### src/pkg/ers_map.svh
// Encodings, field positions and field values for the selected error status register
`ifndef ERS_MAP_SVH
`define ERS_MAP_SVH
`define ERS_OP0 2'h3
`define ERS_OP1 3'h0
`define ERS_CRN 4'h5
`define ERS_CRM 4'h4
`define ERS_OP2 3'h2
`define ERS_EC_SYSREG 6'h18
`define ERS_BIT_AV 31
`define ERS_BIT_V 30
`define ERS_BIT_UE 29
`define ERS_BIT_ER 28
`define ERS_BIT_OF 27
`define ERS_BIT_MV 26
`define ERS_CE_HI 25
`define ERS_CE_LO 24
`define ERS_BIT_DE 23
`define ERS_BIT_PN 22
`define ERS_UET_HI 21
`define ERS_UET_LO 20
`define ERS_PRIMARY_ERROR_CODE_HI 4
`define ERS_PRIMARY_ERROR_CODE_LO 0
`define ERS_CE_NONE 2'h0
`define ERS_CE_TRANSIENT 2'h1
`define ERS_CE_ANY 2'h2
`define ERS_CE_ALL 2'h3
`define ERS_UET_UC 2'h0
`define ERS_PN_VALUE 1'h0
`define ERS_PRIMARY_ERROR_CODE_NONE 5'h00
`define ERS_PRIMARY_ERROR_CODE_BUF_ECC 5'h02
`define ERS_PRIMARY_ERROR_CODE_DATA_ECC 5'h06
`define ERS_PRIMARY_ERROR_CODE_TAG_ECC 5'h07
`define ERS_PRIMARY_ERROR_CODE_TLB_PAR 5'h08
`define ERS_PRIMARY_ERROR_CODE_COPYBACK 5'h12
`define ERS_PRIMARY_ERROR_CODE_DEFER_SLV 5'h15
`define ERS_LVL_USER 2'h0
`define ERS_LVL_KERNEL 2'h1
`define ERS_LVL_HYP 2'h2
`define ERS_LVL_MON 2'h3
`endif

### src/pkg/ers_pkg.sv
// Types for the selected error status register block
package ers_pkg;
  typedef enum logic [3:0] {
    ERS_OUT_OK = 4'h1,
    ERS_OUT_UNDEF = 4'h2,
    ERS_OUT_TRAP_HYP = 4'h4,
    ERS_OUT_TRAP_MON = 4'h8
  } ers_outcome_t;
  typedef struct packed {
    logic valid;
    logic uncorrected_flag;
    logic reported;
    logic overflow_flag;
    logic extra_syndrome_valid;
    logic [1:0] corrected_class;
    logic deferred_error_flag;
    logic [4:0] primary_error_code;
  } ers_record_t;
endpackage

### src/rtl/ers_access_check.sv
// Privilege and trap decision for one system-register access
`timescale 1ns/100ps
`include "ers_map.svh"
module ers_access_check (
  input wire logic [1:0] level,
  input wire logic is_write,
  input wire logic hyp_enabled,
  input wire logic hyp_error_register_trap,
  input wire logic mon_error_register_trap,
  input wire logic fine_grained_trap_enable,
  input wire logic fine_grained_read_trap,
  input wire logic fine_grained_write_trap,
  output ers_pkg::ers_outcome_t outcome
);
  logic fg_hit;
  // Fine-grained bit chosen by access direction
  always_comb begin
    fg_hit = is_write ? fine_grained_write_trap : fine_grained_read_trap;
    outcome = ers_pkg::ERS_OUT_OK;
    case (level)
      `ERS_LVL_USER: outcome = ers_pkg::ERS_OUT_UNDEF;
      `ERS_LVL_KERNEL: begin
        if (hyp_enabled && hyp_error_register_trap) begin
          outcome = ers_pkg::ERS_OUT_TRAP_HYP;
        end else if (hyp_enabled && fine_grained_trap_enable && fg_hit) begin
          outcome = ers_pkg::ERS_OUT_TRAP_HYP;
        end else if (mon_error_register_trap) begin
          outcome = ers_pkg::ERS_OUT_TRAP_MON;
        end
      end
      `ERS_LVL_HYP: begin
        if (mon_error_register_trap) begin
          outcome = ers_pkg::ERS_OUT_TRAP_MON;
        end
      end
      default: outcome = ers_pkg::ERS_OUT_OK;
    endcase
  end
endmodule

### src/rtl/ers_status.sv
// Selected error record status register bank with error capture and trap checks
`timescale 1ns/100ps
`include "ers_map.svh"
module ers_status #(
  parameter int NUM_RECORDS = 2,
  parameter int SEL_W = 1
) (
  input wire logic mclk,
  input wire logic reset,
  input wire logic [SEL_W-1:0] record_select,
  input wire logic sysreg_req,
  input wire logic sysreg_write,
  input wire logic [1:0] sysreg_op0,
  input wire logic [2:0] sysreg_op1,
  input wire logic [3:0] sysreg_crn,
  input wire logic [3:0] sysreg_crm,
  input wire logic [2:0] sysreg_op2,
  input wire logic [63:0] sysreg_wdata,
  input wire logic [1:0] level,
  input wire logic hyp_enabled,
  input wire logic hyp_error_register_trap,
  input wire logic mon_error_register_trap,
  input wire logic fine_grained_trap_enable,
  input wire logic fine_grained_read_trap,
  input wire logic fine_grained_write_trap,
  input wire logic [NUM_RECORDS-1:0] err_event,
  input wire logic [NUM_RECORDS-1:0] err_uncorrected,
  input wire logic [NUM_RECORDS-1:0] err_deferred,
  input wire logic [NUM_RECORDS-1:0] err_corrected,
  input wire logic [NUM_RECORDS-1:0] err_transient,
  input wire logic [NUM_RECORDS-1:0] err_reported,
  input wire logic [NUM_RECORDS-1:0] err_syndrome,
  input wire logic [NUM_RECORDS*5-1:0] err_code,
  output logic sysreg_ack,
  output logic [63:0] sysreg_rdata,
  output logic sysreg_undef,
  output logic sysreg_trap,
  output logic [1:0] sysreg_trap_level,
  output logic [5:0] sysreg_trap_class
);
  // Elaboration check: select must be able to name every record
  if (NUM_RECORDS < 1 || NUM_RECORDS > (1 << SEL_W)) begin : g_bad_params
    $error("ers_status: NUM_RECORDS does not fit SEL_W");
  end

  ers_pkg::ers_outcome_t outcome;
  logic hit;
  logic ack_d, ack_q;
  logic undef_d, undef_q;
  logic trap_d, trap_q;
  logic [1:0] trap_lvl_d, trap_lvl_q;
  logic [5:0] trap_cls_d, trap_cls_q;
  logic [63:0] rdata_d, rdata_q;
  ers_pkg::ers_record_t rec_q [NUM_RECORDS];
  ers_pkg::ers_record_t rec_d [NUM_RECORDS];
  ers_pkg::ers_record_t sel_rec;

  ers_access_check u_check (
    .level(level),
    .is_write(sysreg_write),
    .hyp_enabled(hyp_enabled),
    .hyp_error_register_trap(hyp_error_register_trap),
    .mon_error_register_trap(mon_error_register_trap),
    .fine_grained_trap_enable(fine_grained_trap_enable),
    .fine_grained_read_trap(fine_grained_read_trap),
    .fine_grained_write_trap(fine_grained_write_trap),
    .outcome(outcome)
  );

  // Encoding match; other encodings belong to sibling registers
  assign hit = sysreg_req && sysreg_op0 == `ERS_OP0 && sysreg_op1 == `ERS_OP1 &&
               sysreg_crn == `ERS_CRN && sysreg_crm == `ERS_CRM &&
               sysreg_op2 == `ERS_OP2;

  assign sel_rec = rec_q[record_select];

  // Per-record capture and clear; one lane per record
  for (genvar r = 0; r < NUM_RECORDS; r++) begin : g_rec
    logic wr;
    logic ev;
    logic [4:0] code;
    assign wr = hit && sysreg_write && outcome == ers_pkg::ERS_OUT_OK &&
                record_select == SEL_W'(r);
    assign ev = err_event[r];
    assign code = err_code[r*5 +: 5];
    always_comb begin
      rec_d[r] = rec_q[r];
      // Write-one-to-clear first so a same-cycle error overrides it
      if (wr) begin
        if (sysreg_wdata[`ERS_BIT_V]) begin
          rec_d[r].valid = 1'b0;
        end
        if (sysreg_wdata[`ERS_BIT_UE]) begin
          rec_d[r].uncorrected_flag = 1'b0;
        end
        if (sysreg_wdata[`ERS_BIT_ER]) begin
          rec_d[r].reported = 1'b0;
        end
        if (sysreg_wdata[`ERS_BIT_OF]) begin
          rec_d[r].overflow_flag = 1'b0;
        end
        if (sysreg_wdata[`ERS_BIT_MV]) begin
          rec_d[r].extra_syndrome_valid = 1'b0;
        end
        if (sysreg_wdata[`ERS_BIT_DE]) begin
          rec_d[r].deferred_error_flag = 1'b0;
        end
        // Mixed patterns are unknown by spec; clearing on any set bit is a safe pick
        if (sysreg_wdata[`ERS_CE_HI:`ERS_CE_LO] != `ERS_CE_NONE) begin
          rec_d[r].corrected_class = `ERS_CE_NONE;
        end
        if (sysreg_wdata[`ERS_BIT_V]) begin
          rec_d[r].primary_error_code = `ERS_PRIMARY_ERROR_CODE_NONE;
        end
      end
      // New error: sets win over a concurrent clear
      if (ev) begin
        // Judged after any same-cycle clear, so a freed record takes the error cleanly
        rec_d[r].overflow_flag = rec_d[r].valid || rec_d[r].overflow_flag;
        rec_d[r].valid = 1'b1;
        if (err_uncorrected[r]) begin
          rec_d[r].uncorrected_flag = 1'b1;
        end
        if (err_deferred[r]) begin
          rec_d[r].deferred_error_flag = 1'b1;
        end
        if (err_reported[r]) begin
          rec_d[r].reported = 1'b1;
        end
        if (err_syndrome[r]) begin
          rec_d[r].extra_syndrome_valid = 1'b1;
        end
        if (err_corrected[r]) begin
          // Transient only while no other correction class has been seen
          if (err_transient[r] && rec_d[r].corrected_class != `ERS_CE_ANY) begin
            rec_d[r].corrected_class = `ERS_CE_TRANSIENT;
          end else begin
            rec_d[r].corrected_class = `ERS_CE_ANY;
          end
        end
        // Keep the first code unless the record was free; drop the later one
        if (!rec_q[r].valid || (wr && sysreg_wdata[`ERS_BIT_V])) begin
          rec_d[r].primary_error_code = code;
        end
      end
    end
    // Only cold reset clears; warm reset is not wired here
    always_ff @(posedge mclk or posedge reset) begin
      if (reset) begin
        rec_q[r] <= '0;
      end else begin
        rec_q[r] <= rec_d[r];
      end
    end
  end

  // Answer to an access: read data, undefined or trap report
  always_comb begin
    ack_d = hit;
    undef_d = 1'b0;
    trap_d = 1'b0;
    trap_lvl_d = `ERS_LVL_USER;
    trap_cls_d = 6'h00;
    rdata_d = 64'h0; // Reserved bits 63:32 and 19:5 stay zero
    if (hit) begin
      case (outcome)
        ers_pkg::ERS_OUT_UNDEF: undef_d = 1'b1;
        ers_pkg::ERS_OUT_TRAP_HYP: begin
          trap_d = 1'b1;
          trap_lvl_d = `ERS_LVL_HYP;
          trap_cls_d = `ERS_EC_SYSREG;
        end
        ers_pkg::ERS_OUT_TRAP_MON: begin
          trap_d = 1'b1;
          trap_lvl_d = `ERS_LVL_MON;
          trap_cls_d = `ERS_EC_SYSREG;
        end
        ers_pkg::ERS_OUT_OK: begin
          if (!sysreg_write) begin
            // Fields read as held even when valid is clear; software must ignore them
            rdata_d[`ERS_BIT_V] = sel_rec.valid;
            rdata_d[`ERS_BIT_UE] = sel_rec.uncorrected_flag;
            rdata_d[`ERS_BIT_ER] = sel_rec.reported;
            rdata_d[`ERS_BIT_OF] = sel_rec.overflow_flag;
            rdata_d[`ERS_BIT_MV] = sel_rec.extra_syndrome_valid;
            rdata_d[`ERS_CE_HI:`ERS_CE_LO] = sel_rec.corrected_class;
            rdata_d[`ERS_BIT_DE] = sel_rec.deferred_error_flag;
            rdata_d[`ERS_BIT_PN] = `ERS_PN_VALUE;
            rdata_d[`ERS_UET_HI:`ERS_UET_LO] = `ERS_UET_UC;
            rdata_d[`ERS_PRIMARY_ERROR_CODE_HI:`ERS_PRIMARY_ERROR_CODE_LO] = sel_rec.primary_error_code;
          end
        end
        default: undef_d = 1'b1;
      endcase
    end
  end

  // Registered answer, one cycle after the request
  always_ff @(posedge mclk or posedge reset) begin
    if (reset) begin
      ack_q <= 1'b0;
      undef_q <= 1'b0;
      trap_q <= 1'b0;
      trap_lvl_q <= `ERS_LVL_USER;
      trap_cls_q <= 6'h00;
      rdata_q <= 64'h0;
    end else begin
      ack_q <= ack_d;
      undef_q <= undef_d;
      trap_q <= trap_d;
      trap_lvl_q <= trap_lvl_d;
      trap_cls_q <= trap_cls_d;
      rdata_q <= rdata_d;
    end
  end

  assign sysreg_ack = ack_q;
  assign sysreg_undef = undef_q;
  assign sysreg_trap = trap_q;
  assign sysreg_trap_level = trap_lvl_q;
  assign sysreg_trap_class = trap_cls_q;
  assign sysreg_rdata = rdata_q;
endmodule

### config.mk
export PLATFORM = sky130hd
export DESIGN_NAME = ers_status
export DESIGN_NICKNAME = d
export VERILOG_FILES = /design/src/pkg/ers_pkg.sv /design/src/rtl/ers_access_check.sv /design/src/rtl/ers_status.sv
export VERILOG_INCLUDE_DIRS = /design/src /design/src/pkg
export SDC_FILE = /design/constraint.sdc
export NUM_CORES = 1
export LEC_CHECK = 0
export BUFFER_PORTS_ARGS = -buffer_cell sky130_fd_sc_hd__buf_2
export CAP_MARGIN = 20
export CORE_AREA = 4 4 82 84
export CTS_BUF_LIST = sky130_fd_sc_hd__clkbuf_8
export CTS_CLUSTER_DIAMETER = 80
export CTS_CLUSTER_SIZE = 40
export DETAILED_ROUTE_END_ITERATION = 12
export DIE_AREA = 0 0 86 88
export PLACE_DENSITY = 0.82
export SLEW_MARGIN = 30
export SYNTH_ARGS = -nofsm -noshare
export SYNTH_HDL_FRONTEND = slang
export SYNTH_SLANG_ARGS = --single-unit
### constraint.sdc
create_clock -name mclk -period 1.7 [get_ports mclk]
set_input_delay 0.51 -clock mclk [delete_from_list [all_inputs] [get_ports mclk]]
set_output_delay 0.51 -clock mclk [all_outputs]
set_load 0.005 [all_outputs]
After elaboration in Yosys (flattened, before gate mapping)
Cells that the tools add are included.
{"block": "word_totals", "ff_bits": 53, "inputBits": 117}
{"block": "classes", "magnitude_cmp": 1, "eq_ne": 11, "mux": 56, "bitwise_logic": 2, "n_reduce_logical": 27}
{"op": "2-to-1 mux 13 bit", "n": 7}
{"op": "2-to-1 mux 5 bit", "n": 9}
{"op": "2-to-1 mux 11 bit", "n": 3}
{"op": "2-to-1 mux 1 bit", "n": 25}
{"op": "logical AND 1 bit", "n": 16}
{"op": "2-to-1 mux 2 bit", "n": 7}
{"op": "equality test 4 x 3 -> 1 bit, second input constant", "n": 3}
{"op": "2-to-1 mux 4 bit", "n": 3}
{"op": "one-hot mux 4 bit (3 select lines)", "n": 1}
{"op": "equality test 2 bit, second input constant", "n": 2}
{"op": "equality test 4 x 1 -> 1 bit, second input constant", "n": 1}
{"op": "equality test 4 bit, second input constant", "n": 1}
{"op": "logical OR 1 bit", "n": 4}
{"op": "!= test 2 bit, second input constant", "n": 2}
{"op": "one-hot mux 2 bit (2 select lines)", "n": 1}
{"op": "equality test 3 x 2 -> 1 bit, second input constant", "n": 1}
{"op": "logical NOT 3 bit", "n": 1}
{"op": "OR reduction 3 bit", "n": 1}
{"op": "equality test 2 x 1 -> 1 bit, second input constant", "n": 1}
{"op": ">= comparator 2 bit, second input constant", "n": 1}
{"op": "logical NOT 1 bit", "n": 2}
{"op": "logical NOT 2 bit", "n": 1}
{"op": "NOT 1 -> 2 bit", "n": 1}
{"op": "nonzero test 2 bit", "n": 1}
{"op": "other kinds (2)", "n": 2}

Depth between registers and ports, before layout
{"block": "logic_depth", "depth_word": 15, "depth_mapped": 6}

Cells and area by module
From an unflattened synthesis, not the netlist that was laid out.
{"block": "hier_totals", "hier_cells": 252, "hier_area_um2": 2539.9}
{"mod": "ers_status", "n_inst": 1, "cells_per_inst": 238, "area_per_inst_um2": 2436.1, "seq_area_each_um2": 1076.0}
{"mod": "ers_access_check", "n_inst": 1, "cells_per_inst": 14, "area_per_inst_um2": 103.8, "seq_area_each_um2": 0.0}

Worst setup path after synthesis
OpenSTA, ideal clock, no wires.
{"block": "synth_timing", "kind": "input port to flip-flop", "startpoint": "input sysreg_crm[3]", "endpoint": "register rec_q[13] in the netlist's numbering", "setup_time_ps": 122, "arrival_ps": 2018, "required_ps": 1578, "path_slack_ps": -440, "path_stages": 5, "path_buffers": 0, "cell_sequence": "or4b_4 nor3_4 nand3_4 o32a_1 a32o_1"}
{"element": "from (decl)", "line": "ers_status.sv:16", "source": "input wire logic [3:0] sysreg_crm,"}
{"element": "to (signal, indexed assignment)", "line": "ers_status.sv:152", "source": "rec_q[r] <= rec_d[r];"}
{"element": "to (decl)", "line": "ers_status.sv:54", "source": "ers_pkg::ers_record_t rec_q [NUM_RECORDS];"}

Worst setup path after layout
{"block": "layout_timing", "startpoint": "input sysreg_crm[3]", "endpoint": "register rdata_q[26] (netlist: sysreg_rdata[26])"}
{"block": "layout_between", "elab_chain_cells": 4}
{"element": "equality test 4 x 3 -> 1 bit (no source line)"}
{"element": "logical AND 1 bit (no source line) (2 in a row)"}
{"element": "2-to-1 mux 11 bit", "line": "ers_status.sv:165", "source": "if (hit) begin"}
{"element": "net rdata_d[26]", "line": "ers_status.sv:53", "source": "logic [63:0] rdata_d, rdata_q;"}
{"element": "to (signal assigned)", "line": "ers_status.sv:213", "source": "rdata_q <= rdata_d;"}
{"element": "to (decl)", "line": "ers_status.sv:53"}
The timed path passes the listed nets, and every way through them passes these cells.

==> impl_metrics.env <==
export IMPL_status="complete, but fails checks"
export IMPL_violations="negative setup slack"
export IMPL_synth_edf_count=0
export IMPL_syn_inst=233
export IMPL_timing_hold_ws_ns=0.3308
export IMPL_via_per_inst=4.732
export IMPL_drtPass1Iterations=4
export IMPL_r2r_end="rec_q[14]$_DFF_PP0_"
export IMPL_clk_pin_slew_ns=0.08
export IMPL_synth_cell_types=41
export IMPL_tightest_slew_ns=0.5392
export IMPL_track_usage=0.1510
export IMPL_dp_hpwl_um=4335
export IMPL_initial_core_util=0.4074
export IMPL_reg2reg_slack_ns=0.68
export IMPL_power_density_mw_per_mm2=702.0
export IMPL_period_minus_slack_ns=1.883
export IMPL_critPathRequiredTime_ns=1.93
export IMPL_arrival_ns=2.11
export IMPL_coreArea_mm2=0.005921
export IMPL_drv_slew=0
export IMPL_antenna_found_initial=1
export IMPL_start_kind="primary input"
export IMPL_grt_pass1_wl_um=8990
export IMPL_end_kind="flop"
export IMPL_synth_area_per_cell_um2=10.35
export IMPL_path_class="primary input to flop"
export IMPL_clock_fmax_mhz=531.2
export IMPL_drt_iter0_markers=104
export IMPL_cap_violations=0
export IMPL_p_int_uw=1613
export IMPL_hold_buffers=0
export IMPL_rows=28
export IMPL_crit_fanout=13
export IMPL_crit_path_cell_trace="buf_6, or4b_4, nor3_4, nand3_4, or3_4, nor2_1"
export IMPL_p_clk_frac=0.372
export IMPL_place_gp_congestion=0.7510
export IMPL_clock_latency_ns=0.30
export IMPL_grt_start_max_net_pins=44
export IMPL_overflow=0
export IMPL_synth_seq_area_share=0.4461
export IMPL_ctsHtreeMaxLevel=2
export IMPL_grt_pass1_vias=1919
export IMPL_cp_top_family="simple AND/OR/NAND/NOR gates"
export IMPL_rsz0062_at_grt="true"
export IMPL_port_buffers=80
export IMPL_p_switching_uw=547.7
export IMPL_drcViolationCount=0
export IMPL_clockRootBuffer="clkbuf_8"
export IMPL_slew_headroom=0.6392
export IMPL_mostFrequentLayoutCell="buf_2"
export IMPL_leakage_uw=0.001567
export IMPL_yosys_warnings=0
export IMPL_async_flop_share=1.000
export IMPL_route_vias_total=1921
export IMPL_r2r_cells=2
export IMPL_fin_crit_sh=1.107
export IMPL_chipHeight_um=88
export IMPL_p_seq_frac=0.494
export IMPL_ant_nets=0
export IMPL_syn_to_final_growth_pct=27.59
export IMPL_reg2reg_from="rec_q[25]$_DFF_PP0_"
export IMPL_synthFlopType="dfrtp_1"
export IMPL_setup_viol=38
export IMPL_yosys_area_top_type="dfrtp_1"
export IMPL_post_drt_wl_per_cell_um=14.64
export IMPL_drive_gt1_frac=0.4121
export IMPL_fill_cells=525
export IMPL_wl_um=5943
export IMPL_ys_ff_latch=43
export IMPL_cts_tree="yes"
export IMPL_clock_sink_count=43
export IMPL_worst_path_max_delay_cell="or4b_4"
export IMPL_fin_skew_ns=0.004440
export IMPL_setup_slack_ns=-0.1826
export IMPL_yosys_top_cells_area="dfrtp_1 45%, buf_4 18%, mux2i_1 6.2%"
export IMPL_synth_top_area_frac=0.4461
export IMPL_crit_buf_inv=1
export IMPL_tns_ns=-4.692
export IMPL_layout_cells_most_common_list="79 x buf_2, 55 x conb_1, 43 x dfrtp_1"
export IMPL_place_ws_ns=-0.5544
export IMPL_cts_buffers=5
export IMPL_min_path_type="primary input to async pin"
export IMPL_die_w_um=86
export IMPL_max_stage_delay_ns=0.53
export IMPL_p_sw_frac=0.2535
export IMPL_ir_worst_vdd_mv=0.5449
export IMPL_netlist_area_mm2=0.002412
export IMPL_hold_violations=0
export IMPL_fin_nets=446
export IMPL_die_area_mm2=0.007568
export IMPL_clockBufferDepth=2
export IMPL_io_pins=192
export IMPL_pwr_share_comb=0.134
## synth_stat cells (3+ instances only)
library cell  number
buf_4             58
dfrtp_1           43
nand2_1           16
mux2i_1           15
nor2_1            15
inv_1             11
a32o_1            10
o21ai_0            8
nand3_1            6
a22o_1             4
clkbuf_1           4
nand2b_1           4
nor2b_1            4
a211oi_1           3
## flip-flops by register name (all words and copies together), names as in the netlist
| register | flops |
|---|---|
| sysreg_rdata | 13 |
| rec_q | 26 |
| sysreg_ack | 1 |
| sysreg_trap_level | 2 |
| sysreg_undef | 1 |
## power groups by stage
stage	Clock, uW	Combinational (uW)	Sequential (uW)
after floorplan	0	232	1080
after global placement	0	248	1090
after detailed placement	0	257	1090
after CTS	815	275	1070
after global routing	874	322	1070
final	804	290	1070
## layer usage
| metal | share of wire | track usage | up-vias |
|---|---|---|---|
| met4 | 0.019 | 0.06906 | 2 |
| met5 | 0.0012 | 0 | - |
| met2 | 0.52 | 0.2607 | 101 |
| met3 | 0.10 | 0.05174 | 14 |
| li1 | - | - | 891 |
| met1 | 0.36 | 0.1681 | 913 |
## kinds of logic after synthesis
kind of cell,count (synthesis),share of synthesized area
AO/OA/AOI/OAI,40,0.1406
buffers and inverters,74,0.2085
flip-flops,43,0.4461
multiplexers,16,0.06691
other,1,0.001555
AND/OR/NAND/NOR,59,0.1364
## cell type report
| class | instances | area [um^2] | area share |
|---|---|---|---|
| diodes | 1 | 2.502 | 0.0008130 |
| clock buffers | 5 | 68.82 | 0.02236 |
| clock inverters | 3 | 43.79 | 0.01423 |
| inverters | 11 | 41.29 | 0.01341 |
| multi-input cells | 170 | 1199 | 0.3894 |
| flip-flops and latches | 43 | 1076 | 0.3496 |
| well taps | 75 | 93.84 | 0.03049 |
| repair buffers | 98 | 553.0 | 0.1797 |
## tightest hold or removal path, cell delays in order
cell and delay [ns]:
buf_2 0.10, inv_1 0.04, buf_4 0.44
## stage by stage
stage               cells  utilization  cell area, um^2  total power, uW
floorplan             287            -             2615             1315
global placement      394       0.4662             2760             1335
detailed placement    394       0.4662             2760             1345
CTS                   405       0.5099             3019             2158
global route          405       0.5194             3075             2267
finish                406       0.5199             3078             2161
## worst max-delay path by stage
stage / start / to / cells after the start
3_5_place_dp: sysreg_crm[3] / rec_q[1]$_DFF_PP0_ / 7
4_1_cts: sysreg_crm[3] / rec_q[14]$_DFF_PP0_ / 6
5_1_grt: sysreg_crm[3] / rec_q[16]$_DFF_PP0_ / 8
3_3_place_gp: sysreg_crm[3] / rec_q[16]$_DFF_PP0_ / 6
6_report: sysreg_crm[3] / sysreg_rdata[26]$_DFF_PP0_ / 6
2_1_floorplan: sysreg_crm[3] / rec_q[13]$_DFF_PP0_ / 5
## timing repair
item                                    CTS  global route
pin swaps                                 6             5
gates resized for setup                  27            11
setup buffers                             3             0
cloned                                    0             0
endpoints found under the setup margin   39            42
Power figures use the tool's default switching activity.
